<file path="src/logic/bpf_pkg.sv">
package bpf_pkg;
   localparam int ADDR_W = 23;
   localparam int DATA_W = 16;
   localparam int CLK_NS = 8;
   // bus timing in ns, rounded up to whole cycles (least times)
   localparam int T_ACC_NS   = 70;
   localparam int T_PACC_NS  = 30;
   localparam int T_WP_NS    = 40;
   localparam int T_WPH_NS   = 30;
   localparam int T_SETUP_NS = 10;
   localparam int ACC_CYC   = (T_ACC_NS + CLK_NS - 1) / CLK_NS;
   localparam int PACC_CYC  = (T_PACC_NS + CLK_NS - 1) / CLK_NS;
   localparam int WP_CYC    = (T_WP_NS + CLK_NS - 1) / CLK_NS;
   localparam int WPH_CYC   = (T_WPH_NS + CLK_NS - 1) / CLK_NS;
   localparam int SETUP_CYC = (T_SETUP_NS + CLK_NS - 1) / CLK_NS;
   localparam int CNT_W = 5;
   localparam int PAGE_W = 3;
   localparam logic [ADDR_W-1:0] UNLOCK_A1 = 23'h000555;
   localparam logic [ADDR_W-1:0] UNLOCK_A2 = 23'h0002AA;
   localparam logic [DATA_W-1:0] UNLOCK_D1 = 16'h00AA;
   localparam logic [DATA_W-1:0] UNLOCK_D2 = 16'h0055;
   localparam logic [DATA_W-1:0] CMD_PROG  = 16'h00A0;
   localparam logic [DATA_W-1:0] CMD_ERASE = 16'h0080;
   localparam logic [DATA_W-1:0] CMD_SECT  = 16'h0030;
   localparam logic [DATA_W-1:0] CMD_SUSP  = 16'h00B0;
   localparam logic [DATA_W-1:0] CMD_RES   = 16'h0030;
   localparam logic [DATA_W-1:0] CMD_RESET = 16'h00F0;
   localparam logic [DATA_W-1:0] ERASED_W  = 16'hFFFF;
   localparam int POLL_BIT   = 7;
   localparam int TOGGLE_BIT = 6;
   typedef enum logic [2:0] {
      BPF_OP_READ, BPF_OP_PROG, BPF_OP_FPROG, BPF_OP_ERASE,
      BPF_OP_SUSPEND, BPF_OP_RESUME, BPF_OP_RESET
   } bpf_op_t;
endpackage

</file>
<file path="src/logic/bpf_bus_cycle.sv">
`timescale 1ns/1ps
`default_nettype none
// one asynchronous bus cycle: read or write, timed by counts
module bpf_bus_cycle
   import bpf_pkg::*;
(
   input  wire logic              clk,
   input  wire logic              rstn,
   input  wire logic              start,
   input  wire logic              isWrite,
   input  wire logic              pageHit,
   input  wire logic [ADDR_W-1:0] addr,
   input  wire logic [DATA_W-1:0] wdata,
   input  wire logic [DATA_W-1:0] pinDataIn,
   output logic                   busy,
   output logic                   done,
   output logic [DATA_W-1:0]      rdata,
   output logic [ADDR_W-1:0]      pinAddr,
   output logic [DATA_W-1:0]      pinDataOut,
   output logic                   pinDataOe,
   output logic                   chipEnN,
   output logic                   outEnN,
   output logic                   writeEnN
);
   typedef enum logic [1:0] {BPF_IDLE, BPF_SETUP, BPF_STROBE, BPF_HOLD} bpf_cyc_t;
   bpf_cyc_t          st, next_st;
   logic [CNT_W-1:0]  cnt, next_cnt;
   logic [DATA_W-1:0] next_rdata, next_dOut, syncA, syncB;
   logic [ADDR_W-1:0] next_addr;
   logic              wr, next_wr, next_done, next_oe, next_ce, next_oen, next_wen;

   always_comb begin
      next_st = st;
      next_cnt = cnt;
      next_wr = wr;
      next_rdata = rdata;
      next_addr = pinAddr;
      next_dOut = pinDataOut;
      next_done = 1'b0;
      next_oe = pinDataOe;
      next_ce = chipEnN;
      next_oen = outEnN;
      next_wen = writeEnN;
      unique case (st)
         BPF_IDLE: if (start) begin
            next_wr = isWrite;
            next_addr = addr;
            next_dOut = wdata;
            next_ce = 1'b0;
            next_oe = isWrite;
            next_cnt = CNT_W'(SETUP_CYC);
            next_st = BPF_SETUP;
         end
         BPF_SETUP: if (cnt <= CNT_W'(1)) begin
            next_st = BPF_STROBE;
            // page hit uses the shorter access time; sync adds 2 cycles
            next_cnt = wr ? CNT_W'(WP_CYC) :
                       pageHit ? CNT_W'(PACC_CYC + 2) : CNT_W'(ACC_CYC + 2);
            next_wen = ~wr;
            next_oen = wr;
         end else next_cnt = cnt - CNT_W'(1);
         BPF_STROBE: if (cnt <= CNT_W'(1)) begin
            if (!wr) next_rdata = syncB;
            next_wen = 1'b1;
            next_oen = 1'b1;
            next_cnt = CNT_W'(WPH_CYC);
            next_st = BPF_HOLD;
         end else next_cnt = cnt - CNT_W'(1);
         BPF_HOLD: if (cnt <= CNT_W'(1)) begin
            next_ce = 1'b1;
            next_oe = 1'b0;
            next_done = 1'b1;
            next_st = BPF_IDLE;
         end else next_cnt = cnt - CNT_W'(1);
      endcase
   end

   always_ff @(posedge clk) begin
      if (!rstn) begin
         st <= BPF_IDLE;
         cnt <= '0;
         wr <= 1'b0;
         rdata <= '0;
         pinAddr <= '0;
         pinDataOut <= '0;
         done <= 1'b0;
         pinDataOe <= 1'b0;
         chipEnN <= 1'b1;
         outEnN <= 1'b1;
         writeEnN <= 1'b1;
         syncA <= '0;
         syncB <= '0;
      end else begin
         st <= next_st;
         cnt <= next_cnt;
         wr <= next_wr;
         rdata <= next_rdata;
         pinAddr <= next_addr;
         pinDataOut <= next_dOut;
         done <= next_done;
         pinDataOe <= next_oe;
         chipEnN <= next_ce;
         outEnN <= next_oen;
         writeEnN <= next_wen;
         syncA <= pinDataIn;
         syncB <= syncA;
      end
   end
   assign busy = (st != BPF_IDLE);

   a_strobe_excl: assert property (@(posedge clk) disable iff (!rstn)
      !(!outEnN && !writeEnN)) else $error("read and write strobes both active");
   a_drive_write: assert property (@(posedge clk) disable iff (!rstn)
      !writeEnN |-> pinDataOe && !chipEnN) else $error("write strobe without data drive");
   a_cycle_done: assert property (@(posedge clk) disable iff (!rstn)
      $fell(writeEnN) |-> ##[1:20] done) else $error("write cycle did not finish");
endmodule
`default_nettype wire

</file>
<file path="src/logic/bpf_host_ctrl.sv">
`timescale 1ns/1ps
`default_nettype none
// Overview of operation
// Array has four banks; program or erase in one, read another.
// At most one embedded operation plus one read of another bank.
// Outer banks hold eight 4 Kw sectors then 32 Kw; inner uniform.
// Small boot sectors exist at both top and bottom.
// Reads go in 8-word pages; hits inside a page are faster.
// Commands are plain bus writes feeding the device state machine.
// Device latches address and data on each command write.
// Fast-program mode needs two writes per word instead of four.
// Host polls data-complement bit and toggle bit for completion.
// After finishing, device returns to array read mode.
// Sector erase leaves other sectors untouched; clears whole sector.
// Device blocks writes during supply transitions.
// Device rejects program and erase on protected sectors.
// Erase suspend allows reads and programs outside erased sector; the model ignores program writes while suspended.
// One-time region reads in erase suspend need entry and exit.
// Program suspend allows reads outside the target sector.
// Protection and query areas in program suspend need entry and exit.
// Device sleeps on stable address; host can select standby.
// Data moves as 16-bit words on sixteen two-way pins.
// Device ships fully erased.
// Erased words read all ones; programming only clears bits.
module bpf_host_ctrl
   import bpf_pkg::*;
(
   input  wire logic              clk,
   input  wire logic              rstn,
   input  wire logic              reqValid,
   input  wire logic [2:0]        reqOp,
   input  wire logic [ADDR_W-1:0] reqAddr,
   input  wire logic [DATA_W-1:0] reqData,
   input  wire logic              fastProgEn,
   input  wire logic              standbyReq,
   input  wire logic [DATA_W-1:0] word_data_pins_in,
   output logic                   reqReady,
   output logic                   rspValid,
   output logic [DATA_W-1:0]      rspData,
   output logic                   rspFail,
   output logic                   opBusy,
   output logic [ADDR_W-1:0]      addrPins,
   output logic [DATA_W-1:0]      word_data_pins_out,
   output logic                   word_data_pins_oe,
   output logic                   chipEnN,
   output logic                   outEnN,
   output logic                   writeEnN
);
   typedef enum logic [2:0] {
      BPF_READY, BPF_WSEQ, BPF_RD, BPF_POLL1, BPF_POLL2, BPF_RESP
   } bpf_st_t;

   bpf_st_t           st, next_st;
   bpf_op_t           op, next_op;
   logic [2:0]        step, next_step;
   logic [ADDR_W-1:0] addr, next_addr, pageTag, next_pageTag;
   logic [DATA_W-1:0] data, next_data, poll, next_poll, rdv, next_rdv;
   logic              pageOk, next_pageOk, fail, next_fail, next_rspValid, embBusy;
   logic              next_embBusy, cycStart, cycWr, cycBusy, cycDone, next_reqReady;
   logic [ADDR_W-1:0] cycAddr;
   logic [DATA_W-1:0] cycData, cycRdata;

   // length of the write sequence for an operation
   function automatic logic [2:0] seqLen(input bpf_op_t o);
      unique case (o)
         BPF_OP_PROG:  seqLen = 3'h4;
         BPF_OP_FPROG: seqLen = 3'h2;
         BPF_OP_ERASE: seqLen = 3'h6;
         default:      seqLen = 3'h1;
      endcase
   endfunction

   // address and data of write number s of the sequence
   function automatic logic [ADDR_W+DATA_W-1:0] seqWord(input bpf_op_t o, input logic [2:0] s,
         input logic [ADDR_W-1:0] a, input logic [DATA_W-1:0] d);
      logic [2:0] k;
      k = (o == BPF_OP_FPROG) ? s + 3'h2 : s;
      seqWord = {a, d};
      // only array words are ever read, so no special-region entry or exit follows a suspend
      if (o == BPF_OP_SUSPEND) seqWord = {a, CMD_SUSP};
      else if (o == BPF_OP_RESUME) seqWord = {a, CMD_RES};
      else if (o == BPF_OP_RESET) seqWord = {a, CMD_RESET};
      // the second unlock pair belongs to erase only; program ends on its data word
      else if (k == 3'h0 || (k == 3'h3 && o == BPF_OP_ERASE)) seqWord = {UNLOCK_A1, UNLOCK_D1};
      else if (k == 3'h1 || (k == 3'h4 && o == BPF_OP_ERASE)) seqWord = {UNLOCK_A2, UNLOCK_D2};
      else if (k == 3'h2)
         seqWord = (o == BPF_OP_FPROG) ? {a, CMD_PROG} :
                   {UNLOCK_A1, (o == BPF_OP_ERASE) ? CMD_ERASE : CMD_PROG};
      else if (o == BPF_OP_ERASE) seqWord = {a, CMD_SECT};
   endfunction

   logic [ADDR_W+DATA_W-1:0] sw;
   assign sw = seqWord(op, step, addr, data);
   assign cycAddr = (st == BPF_WSEQ) ? sw[ADDR_W+DATA_W-1:DATA_W] : addr;
   assign cycData = sw[DATA_W-1:0];

   always_comb begin
      next_st = st;
      next_op = op;
      next_step = step;
      next_addr = addr;
      next_data = data;
      next_poll = poll;
      next_rdv = rdv;
      next_fail = fail;
      next_pageOk = pageOk;
      next_pageTag = pageTag;
      next_embBusy = embBusy;
      next_rspValid = 1'b0;
      cycStart = 1'b0;
      cycWr = 1'b0;
      unique case (st)
         // one request at a time keeps at most one embedded operation live
         BPF_READY: if (reqValid && reqReady && !standbyReq) begin
            next_op = bpf_op_t'(reqOp);
            // fast program only while the device is in that mode
            if (bpf_op_t'(reqOp) == BPF_OP_PROG && fastProgEn) next_op = BPF_OP_FPROG;
            next_addr = reqAddr;
            next_data = reqData;
            next_step = '0;
            next_fail = 1'b0;
            next_st = (bpf_op_t'(reqOp) == BPF_OP_READ) ? BPF_RD : BPF_WSEQ;
         end
         BPF_WSEQ: begin
            cycWr = 1'b1;
            cycStart = !cycBusy && !cycDone;
            if (cycDone) begin
               next_pageOk = 1'b0;
               if (step == seqLen(op) - 3'h1) begin
                  if (op == BPF_OP_PROG || op == BPF_OP_FPROG || op == BPF_OP_ERASE) begin
                     next_embBusy = 1'b1;
                     next_st = BPF_POLL1;
                  end else begin
                     // each embedded operation is polled to its end before the answer,
                     // so a resume leaves nothing of ours running
                     next_embBusy = 1'b0;
                     next_st = BPF_RESP;
                  end
               end else next_step = step + 3'h1;
            end
         end
         BPF_RD: begin
            cycStart = !cycBusy && !cycDone;
            if (cycDone) begin
               next_rdv = cycRdata;
               next_pageOk = 1'b1;
               next_pageTag = addr;
               next_st = BPF_RESP;
            end
         end
         BPF_POLL1: begin
            cycStart = !cycBusy && !cycDone;
            if (cycDone) begin
               next_poll = cycRdata;
               next_st = BPF_POLL2;
            end
         end
         BPF_POLL2: begin
            cycStart = !cycBusy && !cycDone;
            if (cycDone) begin
               // toggle bit still flipping means the device is working
               if (cycRdata[TOGGLE_BIT] == poll[TOGGLE_BIT]) begin
                  next_embBusy = 1'b0;
                  // erase expects all ones, program the written bit 7
                  next_fail = (op == BPF_OP_ERASE) ? (cycRdata != ERASED_W) :
                              (cycRdata[POLL_BIT] != data[POLL_BIT]);
                  next_rdv = cycRdata;
                  next_st = BPF_RESP;
               end else begin
                  next_poll = cycRdata;
               end
            end
         end
         BPF_RESP: begin
            next_rspValid = 1'b1;
            next_st = BPF_READY;
         end
         default: next_st = BPF_READY;
      endcase
      next_reqReady = (next_st == BPF_READY) && !next_rspValid && !standbyReq;
   end

   always_ff @(posedge clk) begin
      if (!rstn) begin
         st <= BPF_READY;
         op <= BPF_OP_READ;
         step <= '0;
         addr <= '0;
         data <= '0;
         poll <= '0;
         rdv <= '0;
         fail <= 1'b0;
         pageOk <= 1'b0;
         pageTag <= '0;
         embBusy <= 1'b0;
         rspValid <= 1'b0;
         reqReady <= 1'b0;
      end else begin
         st <= next_st;
         op <= next_op;
         step <= next_step;
         addr <= next_addr;
         data <= next_data;
         poll <= next_poll;
         rdv <= next_rdv;
         fail <= next_fail;
         pageOk <= next_pageOk;
         pageTag <= next_pageTag;
         embBusy <= next_embBusy;
         rspValid <= next_rspValid;
         reqReady <= next_reqReady;
      end
   end

   assign rspData = rdv;
   assign rspFail = fail;
   assign opBusy = embBusy;

   bpf_bus_cycle u_cyc (
      .clk        (clk),
      .rstn       (rstn),
      .start      (cycStart),
      .isWrite    (cycWr),
      .pageHit    (pageOk && pageTag[ADDR_W-1:PAGE_W] == addr[ADDR_W-1:PAGE_W]),
      .addr       (cycAddr),
      .wdata      (cycData),
      .pinDataIn  (word_data_pins_in),
      .busy       (cycBusy),
      .done       (cycDone),
      .rdata      (cycRdata),
      .pinAddr    (addrPins),
      .pinDataOut (word_data_pins_out),
      .pinDataOe  (word_data_pins_oe),
      .chipEnN    (chipEnN),
      .outEnN     (outEnN),
      .writeEnN   (writeEnN)
   );

   a_resp_pulse: assert property (@(posedge clk) disable iff (!rstn)
      rspValid |=> !rspValid) else $error("response held more than one cycle");
   a_ready_idle: assert property (@(posedge clk) disable iff (!rstn)
      reqReady |-> chipEnN) else $error("ready while bus cycle running");
   a_poll_after: assert property (@(posedge clk) disable iff (!rstn)
      (st == BPF_WSEQ && cycDone && step == seqLen(op) - 3'h1 &&
       (op == BPF_OP_PROG || op == BPF_OP_FPROG || op == BPF_OP_ERASE)) |=> opBusy)
      else $error("embedded operation not tracked");
   a_fast_two: assert property (@(posedge clk) disable iff (!rstn)
      (st == BPF_WSEQ && op == BPF_OP_FPROG) |-> step <= 3'h1)
      else $error("fast program used more than two writes");
   a_std_four: assert property (@(posedge clk) disable iff (!rstn)
      (st == BPF_WSEQ && op == BPF_OP_PROG) |-> step <= 3'h3)
      else $error("program used more than four writes");
   a_no_standby: assert property (@(posedge clk) disable iff (!rstn)
      (standbyReq && st == BPF_READY) |=> st == BPF_READY)
      else $error("request taken during standby");
   a_oe_release: assert property (@(posedge clk) disable iff (!rstn)
      (st == BPF_POLL1 || st == BPF_RD) && !outEnN |-> !word_data_pins_oe)
      else $error("host drives data during read");
endmodule
`default_nettype wire

</file>
<file path="config.mk">
export PLATFORM = sky130hd
export DESIGN_NAME = bpf_host_ctrl
export DESIGN_NICKNAME = d
export VERILOG_FILES = /design/src/logic/bpf_pkg.sv /design/src/logic/bpf_bus_cycle.sv /design/src/logic/bpf_host_ctrl.sv
export SDC_FILE = /design/constraint.sdc
export NUM_CORES = 1
export LEC_CHECK = 0
export ABC_AREA = 1
export BUFFER_PORTS_ARGS = -buffer_cell sky130_fd_sc_hd__buf_2
export CORE_MARGIN = 2
export CORE_UTILIZATION = 40
export DETAILED_ROUTE_END_ITERATION = 6
export GPL_TIMING_DRIVEN = 0
export HOLD_SLACK_MARGIN = 0.1
export PLACE_DENSITY = 0.67
export SLEW_MARGIN = 10
export SYNTH_ARGS = -nofsm -noshare
export SYNTH_HDL_FRONTEND = slang
export SYNTH_SLANG_ARGS = --single-unit
</file>
<file path="constraint.sdc">
create_clock -name clk -period 5.2 [get_ports clk]
set_input_delay 0.78 -clock clk [delete_from_list [all_inputs] [get_ports clk]]
set_output_delay 0.78 -clock clk [all_outputs]
set_load 0.05 [all_outputs]
</file>
==> reports/metrics.yaml, run 1 <==
irDropWorstVdd_v: 0.000255
grt_pass1_wl_mm: 33.7
slowest_delay_ps: 440
met1_usage_pct: 26.8
syn-num-nets: 1135
cts_resized: 0
cts_buffer_depth: 2
syn_area_per_cell_um2: 7.37
routed_wirelength_mm: 21.7
fmaxAchievable_mhz: 470
hold_depth: 2
maxCapViolCount: 0
final_cells: 1488
outcome: "completed"
finalCritPeriodShare_pct: 40.9
grt_antenna_before_repair: 3
drtAntennaViolNets: 0
grt.busiest_layer: "met2"
path_clk_slew_ps: 80
crit_required_ps: 5580
fp.dieArea_um2: 20700
grt_setup_unrepaired: "false"
grt_use_total_pct: 21.1
drc: 0
cts_inserted_buffers: 17
initial_core_util_pct: 40.6
setup_viol: 0
fin_crit_ps: 2130
netlist_instances: 1064
p_leak_nw: 4.27
coreArea_um2: 19300
grt_pass1_vias: 6568
path_class: "reg -> reg"
worstMarginPinSlew_ps: 640
crit_slowest_cell: "clkbuf_1"
cpMostUsedCell: "inv_1"
fin_tns_setup_ps: 0
die-height_um: 144
die_w_um: 144
slew_violations: 0
cts_setup_buffers: 0
crit_arrival_ps: 2500
drive_gt1_share_pct: 16.5
synth_cell_types: 37
firstDrtPassIters: 5
crit_chain: "inv_1 > ha_1 > nand4_4 > inv_1 > clkbuf_1 > o21ai_0 > a21oi_1"
post_drt_wl_per_cell_um: 14.6
r2r_start: "u_cyc.st[1]"
cts_max_level: 4
grt-ovfl-total: 0
ys_warn_count: 0
grt_use_met2_pct: 34.2
powerDensity_nw_per_um2: 384
netlist_area_um2: 7840
min_to: "u_cyc.syncB[13]"
cp-start-kind: "flip-flop"
met3_usage_pct: 5.40
numClockSinks: 190
cts_hold_buf: 0
io_buffers: 125
clk_latency_ps: 450
via_count: 7266
slew_headroom_pct: 57.3
cts_root_buf: "clkbuf_16"
syn2layout_area_growth_pct: 20.7
ys_ff_latch: 190
ys_seq_area_share_pct: 48.5
place_congestion: 0.884
ios: 126
cp_max_fo: 10
rr_endpoint: "u_cyc.pinAddr[4]"
hold_path_startpoint: "u_cyc.syncA[13]"
via_per_inst: 4.88
worst-path-buf-inv: 3
rows: 51
r2r_slack_ps: 3070
cts_tree: "built"
rr_worst_depth: 7
fin_worst_skew_ps: 10.2
dp_cells: 1454
min_path_type: "reg -> reg"
worst_setup_path_end_kind: "flip-flop"
initialDrtViolationCount: 447
hold_violations: 0
grt_start_max_net_pins: 25
fin_nets: 1279
cpLargestDelayFamily: "buffers and inverters"
dpl.hpwl_mm: 16.1
[registers in the layout, summed over array words and instances, names as in the netlist, 2 cells and up]
| name | flops |
|---|---|
| u_cyc.pinDataOut | 16 |
| u_cyc.rdata | 16 |
| st | 3 |
| op | 3 |
| u_cyc.syncB | 16 |
| pageTag | 20 |
| u_cyc.pinAddr | 23 |
| addr | 23 |
| u_cyc.cnt | 5 |
| u_cyc.syncA | 16 |
| data | 16 |
| u_cyc.st | 2 |
| step | 3 |
| rspData | 16 |
[through the flow]
step | hold slack (ps) | util, % | total power [mW] | area [µm²] | setup slack [ps]
after floorplan | 390 | - | 2.07 | 7840 | 3510
after global placement | 399 | 45.5 | 2.23 | 8800 | 2930
after detailed placement | 398 | 45.5 | 2.24 | 8800 | 2980
after CTS | 419 | 48.9 | 3.66 | 9460 | 3110
after global routing | 441 | 48.9 | 3.79 | 9460 | 2900
final | 417 | 48.9 | 3.63 | 9460 | 3070
[logic make-up after synthesis]
logic type	synth area share (%)
and+or+nand+nor	23.2
buffers and inverters	8.57
adders and majority gates	1.28
AOI/OAI and AO/OA	17.8
xor gates and xnor gates	0.670
DFF	48.5
[layout make-up]
type	instances	area, µm²
clock inverters	15	234
flip-flops and latches	190	3800
plain buffers	47	203
clock buffers	17	425
well taps	265	332
fillers	1956	9870
repair buffers	125	626
inverters	125	469
multi-input cells	702	3370
diodes	2	5.00
[power by group]
group	leakage [nW]	switching, mW	internal [mW]
clock	0.317	0.725	0.691
combinational	2.41	0.403	0.183
sequential	1.54	0.0759	1.56
[tightest hold or removal path, cell delays in order, from the launching register on]
cell and delay [ps]:
dfxtp_1 310, nand2_1 40, inv_1 40
[worst max-delay path by stage]
stage / start / depth (start not counted) / slack (ps) / endpoint
after floorplan: u_cyc.cnt[1] / 11 / 3510 / u_cyc.rdata[6]
after global placement: rstn / 4 / 2930 / u_cyc.chipEnN
after detailed placement: rstn / 4 / 2980 / u_cyc.outEnN
after CTS: u_cyc.st[1] / 7 / 3110 / u_cyc.pinAddr[5]
after global routing: u_cyc.cnt[0] / 10 / 2900 / u_cyc.rdata[13]
final: u_cyc.st[1] / 7 / 3070 / u_cyc.pinAddr[4]
[cells in the mapped netlist]
| master | instances | area (µm²) |
|---|---|---|
| nand3b_1 | 1 | 7.51 |
| nor3_1 | 22 | 110 |
| buf_1 | 2 | 7.51 |
| ha_1 | 8 | 100 |
| buf_4 | 1 | 7.51 |
| o21ai_1 | 9 | 45.0 |
| nand3_2 | 12 | 120 |
| buf_6 | 2 | 22.5 |
| nand2_2 | 6 | 37.5 |
| xor2_1 | 2 | 17.5 |
| o21ai_0 | 132 | 661 |
| a211o_1 | 1 | 8.76 |
| o211a_1 | 1 | 10.0 |
| buf_2 | 6 | 30.0 |
| a22oi_1 | 7 | 52.6 |
| inv_1 | 119 | 447 |
| o21ai_4 | 1 | 16.3 |
| nand2_1 | 209 | 785 |
| or2_2 | 3 | 18.8 |
| nand3_4 | 1 | 17.5 |
| o31ai_1 | 1 | 7.51 |
| o21bai_1 | 1 | 7.51 |
| xnor2_1 | 4 | 35.0 |
| nand3_1 | 17 | 85.1 |
| dfxtp_1 | 190 | 3800 |
| o211ai_1 | 2 | 15.0 |
| nor2_4 | 3 | 33.8 |
| a21oi_1 | 110 | 551 |
| clkbuf_1 | 36 | 135 |
| nand4_4 | 1 | 21.3 |
| inv_2 | 5 | 18.8 |
| a211oi_1 | 2 | 15.0 |
| clkinv_1 | 1 | 3.75 |
| nor2_1 | 130 | 488 |
| a31oi_1 | 1 | 6.26 |
| nand4_1 | 12 | 75.1 |
| nor2_2 | 3 | 18.8 |
[cells in the final DEF (no fill, tap or decap), types with 3 or more instances in the layout]
master / netlist / final
nand2_1: 209 / 209
dfxtp_1: 190 / 190
o21ai_0: 132 / 132
buf_2: 6 / 131
nor2_1: 130 / 130
inv_1: 119 / 119
a21oi_1: 110 / 110
clkbuf_1: 36 / 36
nor3_1: 22 / 22
nand3_1: 17 / 17
clkbuf_16: 0 / 17
nand4_1: 12 / 12
nand3_2: 12 / 12
o21ai_1: 9 / 9
ha_1: 8 / 8
a22oi_1: 7 / 7
nand2_2: 6 / 6
inv_12: 0 / 6
inv_2: 5 / 5
xnor2_1: 4 / 4
clkinv_8: 0 / 4
nor2_4: 3 / 3
nor2_2: 3 / 3
or2_2: 3 / 3
[metal layers]
layer / vias up / routed length (µm)
met5: - / 13
met4: 2 / 573
met3: 37 / 1500
met2: 212 / 10000
met1: 3278 / 9640
li1: 3737 / -
Note: power is estimated with default switching activity, not from simulation.
==> inputs of run 2 (changes only) <==
--- a/config.mk
+++ b/config.mk
@@ -5,14 +5,14 @@
 export SDC_FILE = /design/constraint.sdc
 export NUM_CORES = 1
 export LEC_CHECK = 0
-export ABC_AREA = 1
+export ABC_AREA = 0
 export BUFFER_PORTS_ARGS = -buffer_cell sky130_fd_sc_hd__buf_2
 export CORE_MARGIN = 2
 export CORE_UTILIZATION = 40
 export DETAILED_ROUTE_END_ITERATION = 6
 export GPL_TIMING_DRIVEN = 0
 export HOLD_SLACK_MARGIN = 0.1
-export PLACE_DENSITY = 0.67
+export PLACE_DENSITY = 0.69
 export SLEW_MARGIN = 10
 export SYNTH_ARGS = -nofsm -noshare
 export SYNTH_HDL_FRONTEND = slang
==> constraint.sdc (replaced) <==
create_clock -name clk -period 1.95 [get_ports clk]
set_input_delay 0.2925 -clock clk [delete_from_list [all_inputs] [get_ports clk]]
set_output_delay 0.2925 -clock clk [all_outputs]
set_load 0.05 [all_outputs]
==> reports/metrics.yaml, run 2 <==
synth.area.top_cells: "dfxtp_1 48%, nand2_1 8.2%, a21oi_1 6.3%"
largestRegisters: "addr (23), u_cyc.pinAddr (23), pageTag (20)"
fin_nets: 1202
drc: 0
grt_start_max_net_pins: 17
cp_max_fo: 10
synth-async-reset-ratio_pct: 0
ys_warn_count: 0
outcome: "completed"
rr_worst_depth: 6
cts_root_buf: "clkbuf_16"
r2r_slack_ps: 30
syn-num-nets: 999
grt_antenna_before_repair: 0
n_fill_cell: 1822
clk_latency_ps: 450
cts_tree: "built"
irDropWorstVdd_v: 0.000648
path_clk_slew_ps: 70
powerDensity_nw_per_um2: 897
syn_area_per_cell_um2: 8.61
final_cell_mix: "182 x dfxtp_1, 173 x nand2_1, 129 x buf_2"
cts_buffer_depth: 2
ys_seq_area_share_pct: 47.6
final_cell_area_um2: 10400
crit_required_ps: 2290
grt-ovfl-total: 0
hold_violations: 0
setup_viol: 0
fp.dieArea_um2: 21100
dpl.hpwl_mm: 15.9
finalCritPeriodShare_pct: 98.2
slew_headroom_pct: 46.6
multiInputGateArea_um2: 4010
rr_endpoint: "u_cyc.pinAddr[7]"
grt_pass1_vias: 6820
die_w_um: 145
layout_commonest_cell: "dfxtp_1"
fin_worst_skew_ps: 13.1
endpoint: "u_cyc.pinAddr[7]"
fin_crit_ps: 1920
synth_cell_types: 73
synthTopCellsByCount: "190 x dfxtp_1, 175 x nand2_1, 100 x a21oi_1, 58 x nor2_1, 44 x clkbuf_1"
drive_gt1_share_pct: 22.2
path_class: "reg -> reg"
regArea_um2: 3820
post_drt_wl_per_cell_um: 16.1
drtAntennaViolNets: 0
die-height_um: 145
numClockSinks: 190
grt_pass1_wl_mm: 35.8
p_leak_nw: 4.16
insertedDiodeCount: 0
synth_top_area_share_pct: 47.6
worst_setup_path_end_kind: "flip-flop"
synth_flop_cell: "dfxtp_1"
via_count: 7294
crit_start: "step[0]"
via_per_inst: 5.18
routed_wirelength_mm: 22.6
grt_setup_unrepaired: "true"
rows: 51
netlist_instances: 928
r2r_start: "step[0]"
ys_ff_latch: 190
place_area_um2: 8950
place_congestion: 0.904
cts_inserted_buffers: 17
worstMarginPinSlew_ps: 801
slew_violations: 0
ios: 126
io_buffers: 125
synth-edff-count: 0
initialDrtViolationCount: 541
maxCapViolCount: 0
fmaxAchievable_mhz: 522
syn2layout_area_growth_pct: 30.3
grt_use_total_pct: 21.1
synth.most_common_cell: "dfxtp_1"
firstDrtPassIters: 5
min_path_type: "in -> reg"
cts_max_level: 4
coreArea_um2: 19500
fin_hold_ws_ps: 96.0
netlist_area_um2: 7990
crit_arrival_ps: 2260
synth_top_area_cell: "dfxtp_1"
cp-start-kind: "flip-flop"
initial_core_util_pct: 40.9
==> run 2: cell types whose count changed after synthesis, sizes merged, moves of 12 or more <==
cell | before | now
nor2 | 136 | 58
nand2b | 0 | 12
buf | 11 | 23
nand2 | 215 | 175
o21ai | 142 | 30
a22o | 0 | 22
and2 | 0 | 36
mux2i | 0 | 22
xnor2 | 4 | 19
inv | 124 | 14
==> run 2: cells by family (layout without fill, tap and decap cells) <==
kind of cell | after synthesis | in the layout | share of synthesized area (%)
multiplexers | 22 | 22 | 2.76
buffers and inverters | 82 | 298 | 4.59
AND/OR/NAND/NOR | 376 | 376 | 22.7
flip-flops | 190 | 190 | 47.6
adder cells (fa/ha/maj) | 8 | 8 | 1.25
XOR/XNOR | 23 | 23 | 2.52
AO/OA/AOI/OAI | 227 | 227 | 18.6
==> run 2: per-stage QoR <==
| step | setup WS, ps | TNS, ps | power [mW] | cells | util, % |
|---|---|---|---|---|---|
| 6_report | 34.2 | 0 | 9.34 | 1409 | 53.3 |
| 3_3_place_gp | -402 | -13670 | 5.62 | 1318 | 45.8 |
| 2_1_floorplan | 75.0 | 0 | 5.23 | 928 | - |
| 3_5_place_dp | -420 | -14760 | 5.64 | 1318 | 45.8 |
| 4_1_cts | -25.5 | -118 | 9.23 | 1405 | 52.3 |
| 5_1_grt | -49.5 | -371 | 9.73 | 1409 | 53.3 |
==> run 2: cell type report <==
cell class | count | share of cell area, %
buffer | 62 | 3.52
clock buffer | 20 | 4.19
clock inverter | 12 | 1.29
inverter | 15 | 0.565
multi-input combinational | 656 | 38.5
sequential | 190 | 36.6
tap | 265 | 3.18
timing repair buffer | 189 | 12.1
==> run 2: per-layer routing <==
| metal | vias to the layer above | track usage [%] | part of all wire [%] |
|---|---|---|---|
| li1 | 3630 | - | - |
| met1 | 3438 | 28.3 | 46 |
| met2 | 195 | 34.1 | 47 |
| met3 | 31 | 4.58 | 5.6 |
| met4 | 0 | 6.32 | 1.9 |
| met5 | - | 0 | 0 |
==> run 2: timing repair <==
item                                   CTS  global route
gates resized for setup                 35            55
endpoints found under the hold margin   51             0
hold buffers                            51             0
setup buffers                            6             7
pin swaps                                3             6
setup endpoints to repair               88           130
==> run 2: where the power goes <==
part	switching [mW]	internal, mW
logic	1.07	0.732
clock network	1.51	1.90
registers	0.111	4.02
==> run 2: critical path, stage by stage, from the launching register on <==
cell and delay [ps]:
dfxtp_1 360, inv_1 120, clkbuf_1 510, nor4_4 120, o2111ai_4 300, nand2_2 150
o221a_2 270
==> run 2: how the worst min path moves through the flow <==
stage	from	to	slack, ps	cells past startpoint
floorplan	u_cyc.syncA[0]	u_cyc.syncB[0]	410	1
global placement	u_cyc.syncA[11]	u_cyc.syncB[11]	420	1
detailed placement	u_cyc.syncA[4]	u_cyc.syncB[4]	420	1
CTS	reqAddr[2]	addr[2]	100	3
global route	reqAddr[1]	addr[1]	130	3
finish	reqAddr[2]	addr[2]	100	3
==> inputs of run 3 (changes only) <==
--- a/config.mk
+++ b/config.mk
@@ -7,12 +7,14 @@
 export LEC_CHECK = 0
 export ABC_AREA = 0
 export BUFFER_PORTS_ARGS = -buffer_cell sky130_fd_sc_hd__buf_2
+export CORE_ASPECT_RATIO = 1.2
 export CORE_MARGIN = 2
 export CORE_UTILIZATION = 40
 export DETAILED_ROUTE_END_ITERATION = 6
 export GPL_TIMING_DRIVEN = 0
 export HOLD_SLACK_MARGIN = 0.1
 export PLACE_DENSITY = 0.69
+export SETUP_SLACK_MARGIN = 0.02
 export SLEW_MARGIN = 10
 export SYNTH_ARGS = -nofsm -noshare
 export SYNTH_HDL_FRONTEND = slang
==> reports/metrics.yaml, run 3 (synthesis gave the netlist of run 2 again) <==
outcome: "completed"
met3_usage_pct: 4.31
fin_tns_setup_ps: 0
grt_pass1_vias: 6984
finalCritPeriodShare_pct: 98.2
cts_inserted_buffers: 17
p_leak_nw: 4.15
dpl.hpwl_mm: 15.4
die_w_um: 133
fin_hold_ws_ps: 102
grt-ovfl-total: 0
worst_slack_ps: 35.5
dp_cells: 1314
cts_max_level: 4
worst-path-buf-inv: 3
worstMarginPinSlew_ps: 729
layout_commonest_cell: "dfxtp_1"
worst_setup_path_end_kind: "flip-flop"
firstDrtPassIters: 6
r2r_slack_ps: 40
endpoint: "u_cyc.cnt[0]"
cts_tree: "built"
fmaxAchievable_mhz: 522
grt.busiest_layer: "met2"
cpLargestDelayFamily: "compound AO/OA/AOI/OAI gates"
rows: 56
rr_worst_depth: 8
rr_endpoint: "u_cyc.cnt[0]"
final_cells: 1400
grt_use_met2_pct: 35.6
crit_arrival_ps: 2240
grt_use_total_pct: 20.7
routed_wirelength_mm: 21.9
via_per_inst: 5.24
irDropWorstVdd_v: 0.000649
min_path_type: "in -> reg"
final_cell_mix: "180 x dfxtp_1, 173 x nand2_1, 127 x buf_2"
grt_pass1_wl_mm: 35.3
clk_latency_ps: 440
via_count: 7332
numClockSinks: 190
insertedDiodeCount: 0
crit_slowest_cell: "nor3_2"
die-height_um: 159
cts_buffer_depth: 2
maxCapViolCount: 0
fin_worst_skew_ps: 11.1
io_buffers: 125
grt_antenna_before_repair: 0
ios: 126
dp_slack_ps: -497
cp.depth: 8
r2r_start: "st[1]"
post_drt_wl_per_cell_um: 15.7
cp_max_fo: 9
drive_gt1_share_pct: 23.2
coreArea_um2: 19500
cpMostUsedCell: "buf_4"
grt_setup_unrepaired: "true"
fin_nets: 1197
slowest_delay_ps: 400
syn2layout_area_growth_pct: 29.5
power_mw: 9.35
path_clk_slew_ps: 70
initial_core_util_pct: 40.9
path_class: "reg -> reg"
largestRegisters: "addr (23), u_cyc.pinAddr (23), pageTag (20)"
initialDrtViolationCount: 597
crit_required_ps: 2270
met1_usage_pct: 26.2
cp-start-kind: "flip-flop"
grt_start_max_net_pins: 19
cts_root_buf: "clkbuf_16"
slew_headroom_pct: 51.4
drtAntennaViolNets: 0
fp.dieArea_um2: 21100
slew_violations: 0
powerDensity_nw_per_um2: 903
setup_viol: 0
place_congestion: 0.872
fin_crit_ps: 1910
hold_violations: 0
drc: 0
crit_chain: "buf_6 > nor3_2 > o31ai_4 > buf_4 > buf_4 > o2111ai_1 > o21ai_0 > o311a_1"
crit_start: "st[1]"
[run 3: cell count changes in the layout (fill, tap and decap cells not counted), moves of 3 or more]
cell,previous run,this run
buf_4,16,20
inv_8,0,5
clkbuf_4,6,9
clkbuf_1,29,26
dlygate4sd3_1,51,43
[run 3: what timing repair did]
action,in CTS,in global routing
setup endpoints to repair,96,120
setup buffers,8,8
resized for setup,43,54
hold endpoints to repair,43,0
pin swaps,4,6
hold buffers,43,0
[run 3: worst min path at each step]
| stage | endpoint | startpoint | cells past startpoint | slack [ps] |
|---|---|---|---|---|
| 2_1_floorplan | u_cyc.syncB[0] | u_cyc.syncA[0] | 1 | 410 |
| 6_report | data[3] | reqData[3] | 3 | 100 |
| 4_1_cts | data[3] | reqData[3] | 3 | 100 |
| 3_5_place_dp | u_cyc.syncB[12] | u_cyc.syncA[12] | 1 | 420 |
| 5_1_grt | data[6] | reqData[6] | 3 | 100 |
| 3_3_place_gp | u_cyc.syncB[6] | u_cyc.syncA[6] | 1 | 420 |
[run 3: cell type report]
type                    instances  area, µm²
inverters                      15       56.3
flip-flops and latches        190       3820
well taps                     261        327
repair buffers                184       1190
plain buffers                  62        374
clock buffers                  19        443
fillers                      1743       9200
clock inverters                13        141
multi-input cells             656       4000
[run 3: per-stage QoR]
stage / instance area [µm²] / util (%)
after floorplan: 7990 / -
after global placement: 8940 / 45.8
after detailed placement: 8940 / 45.8
after CTS: 10200 / 52.0
after global routing: 10400 / 53.0
final: 10400 / 53.0
[run 3: routing by layer]
metal  part of all wire, %  vias to the layer above
met2                    49                      258
met3                   6.1                       23
li1                      -                     3625
met5                     0                        -
met4                   1.2                        0
met1                    44                     3426
[run 3: worst register-to-register path: stages, from the launching register on]
cell and delay, ps:
dfxtp_1 310, buf_6 140, nor3_2 400, o31ai_4 100, buf_4 180, buf_4 140, o2111ai_1 130, o21ai_0 130
o311a_1 290
[run 3: power breakdown]
part | total [mW] | switching, mW | leakage [nW] | internal, mW
clock network | 3.48 | 1.62 | 0.285 | 1.85
registers | 4.12 | 0.107 | 1.55 | 4.02
logic | 1.75 | 1.05 | 2.32 | 0.702
total | 9.35 | 2.78 | 4.15 | 6.57
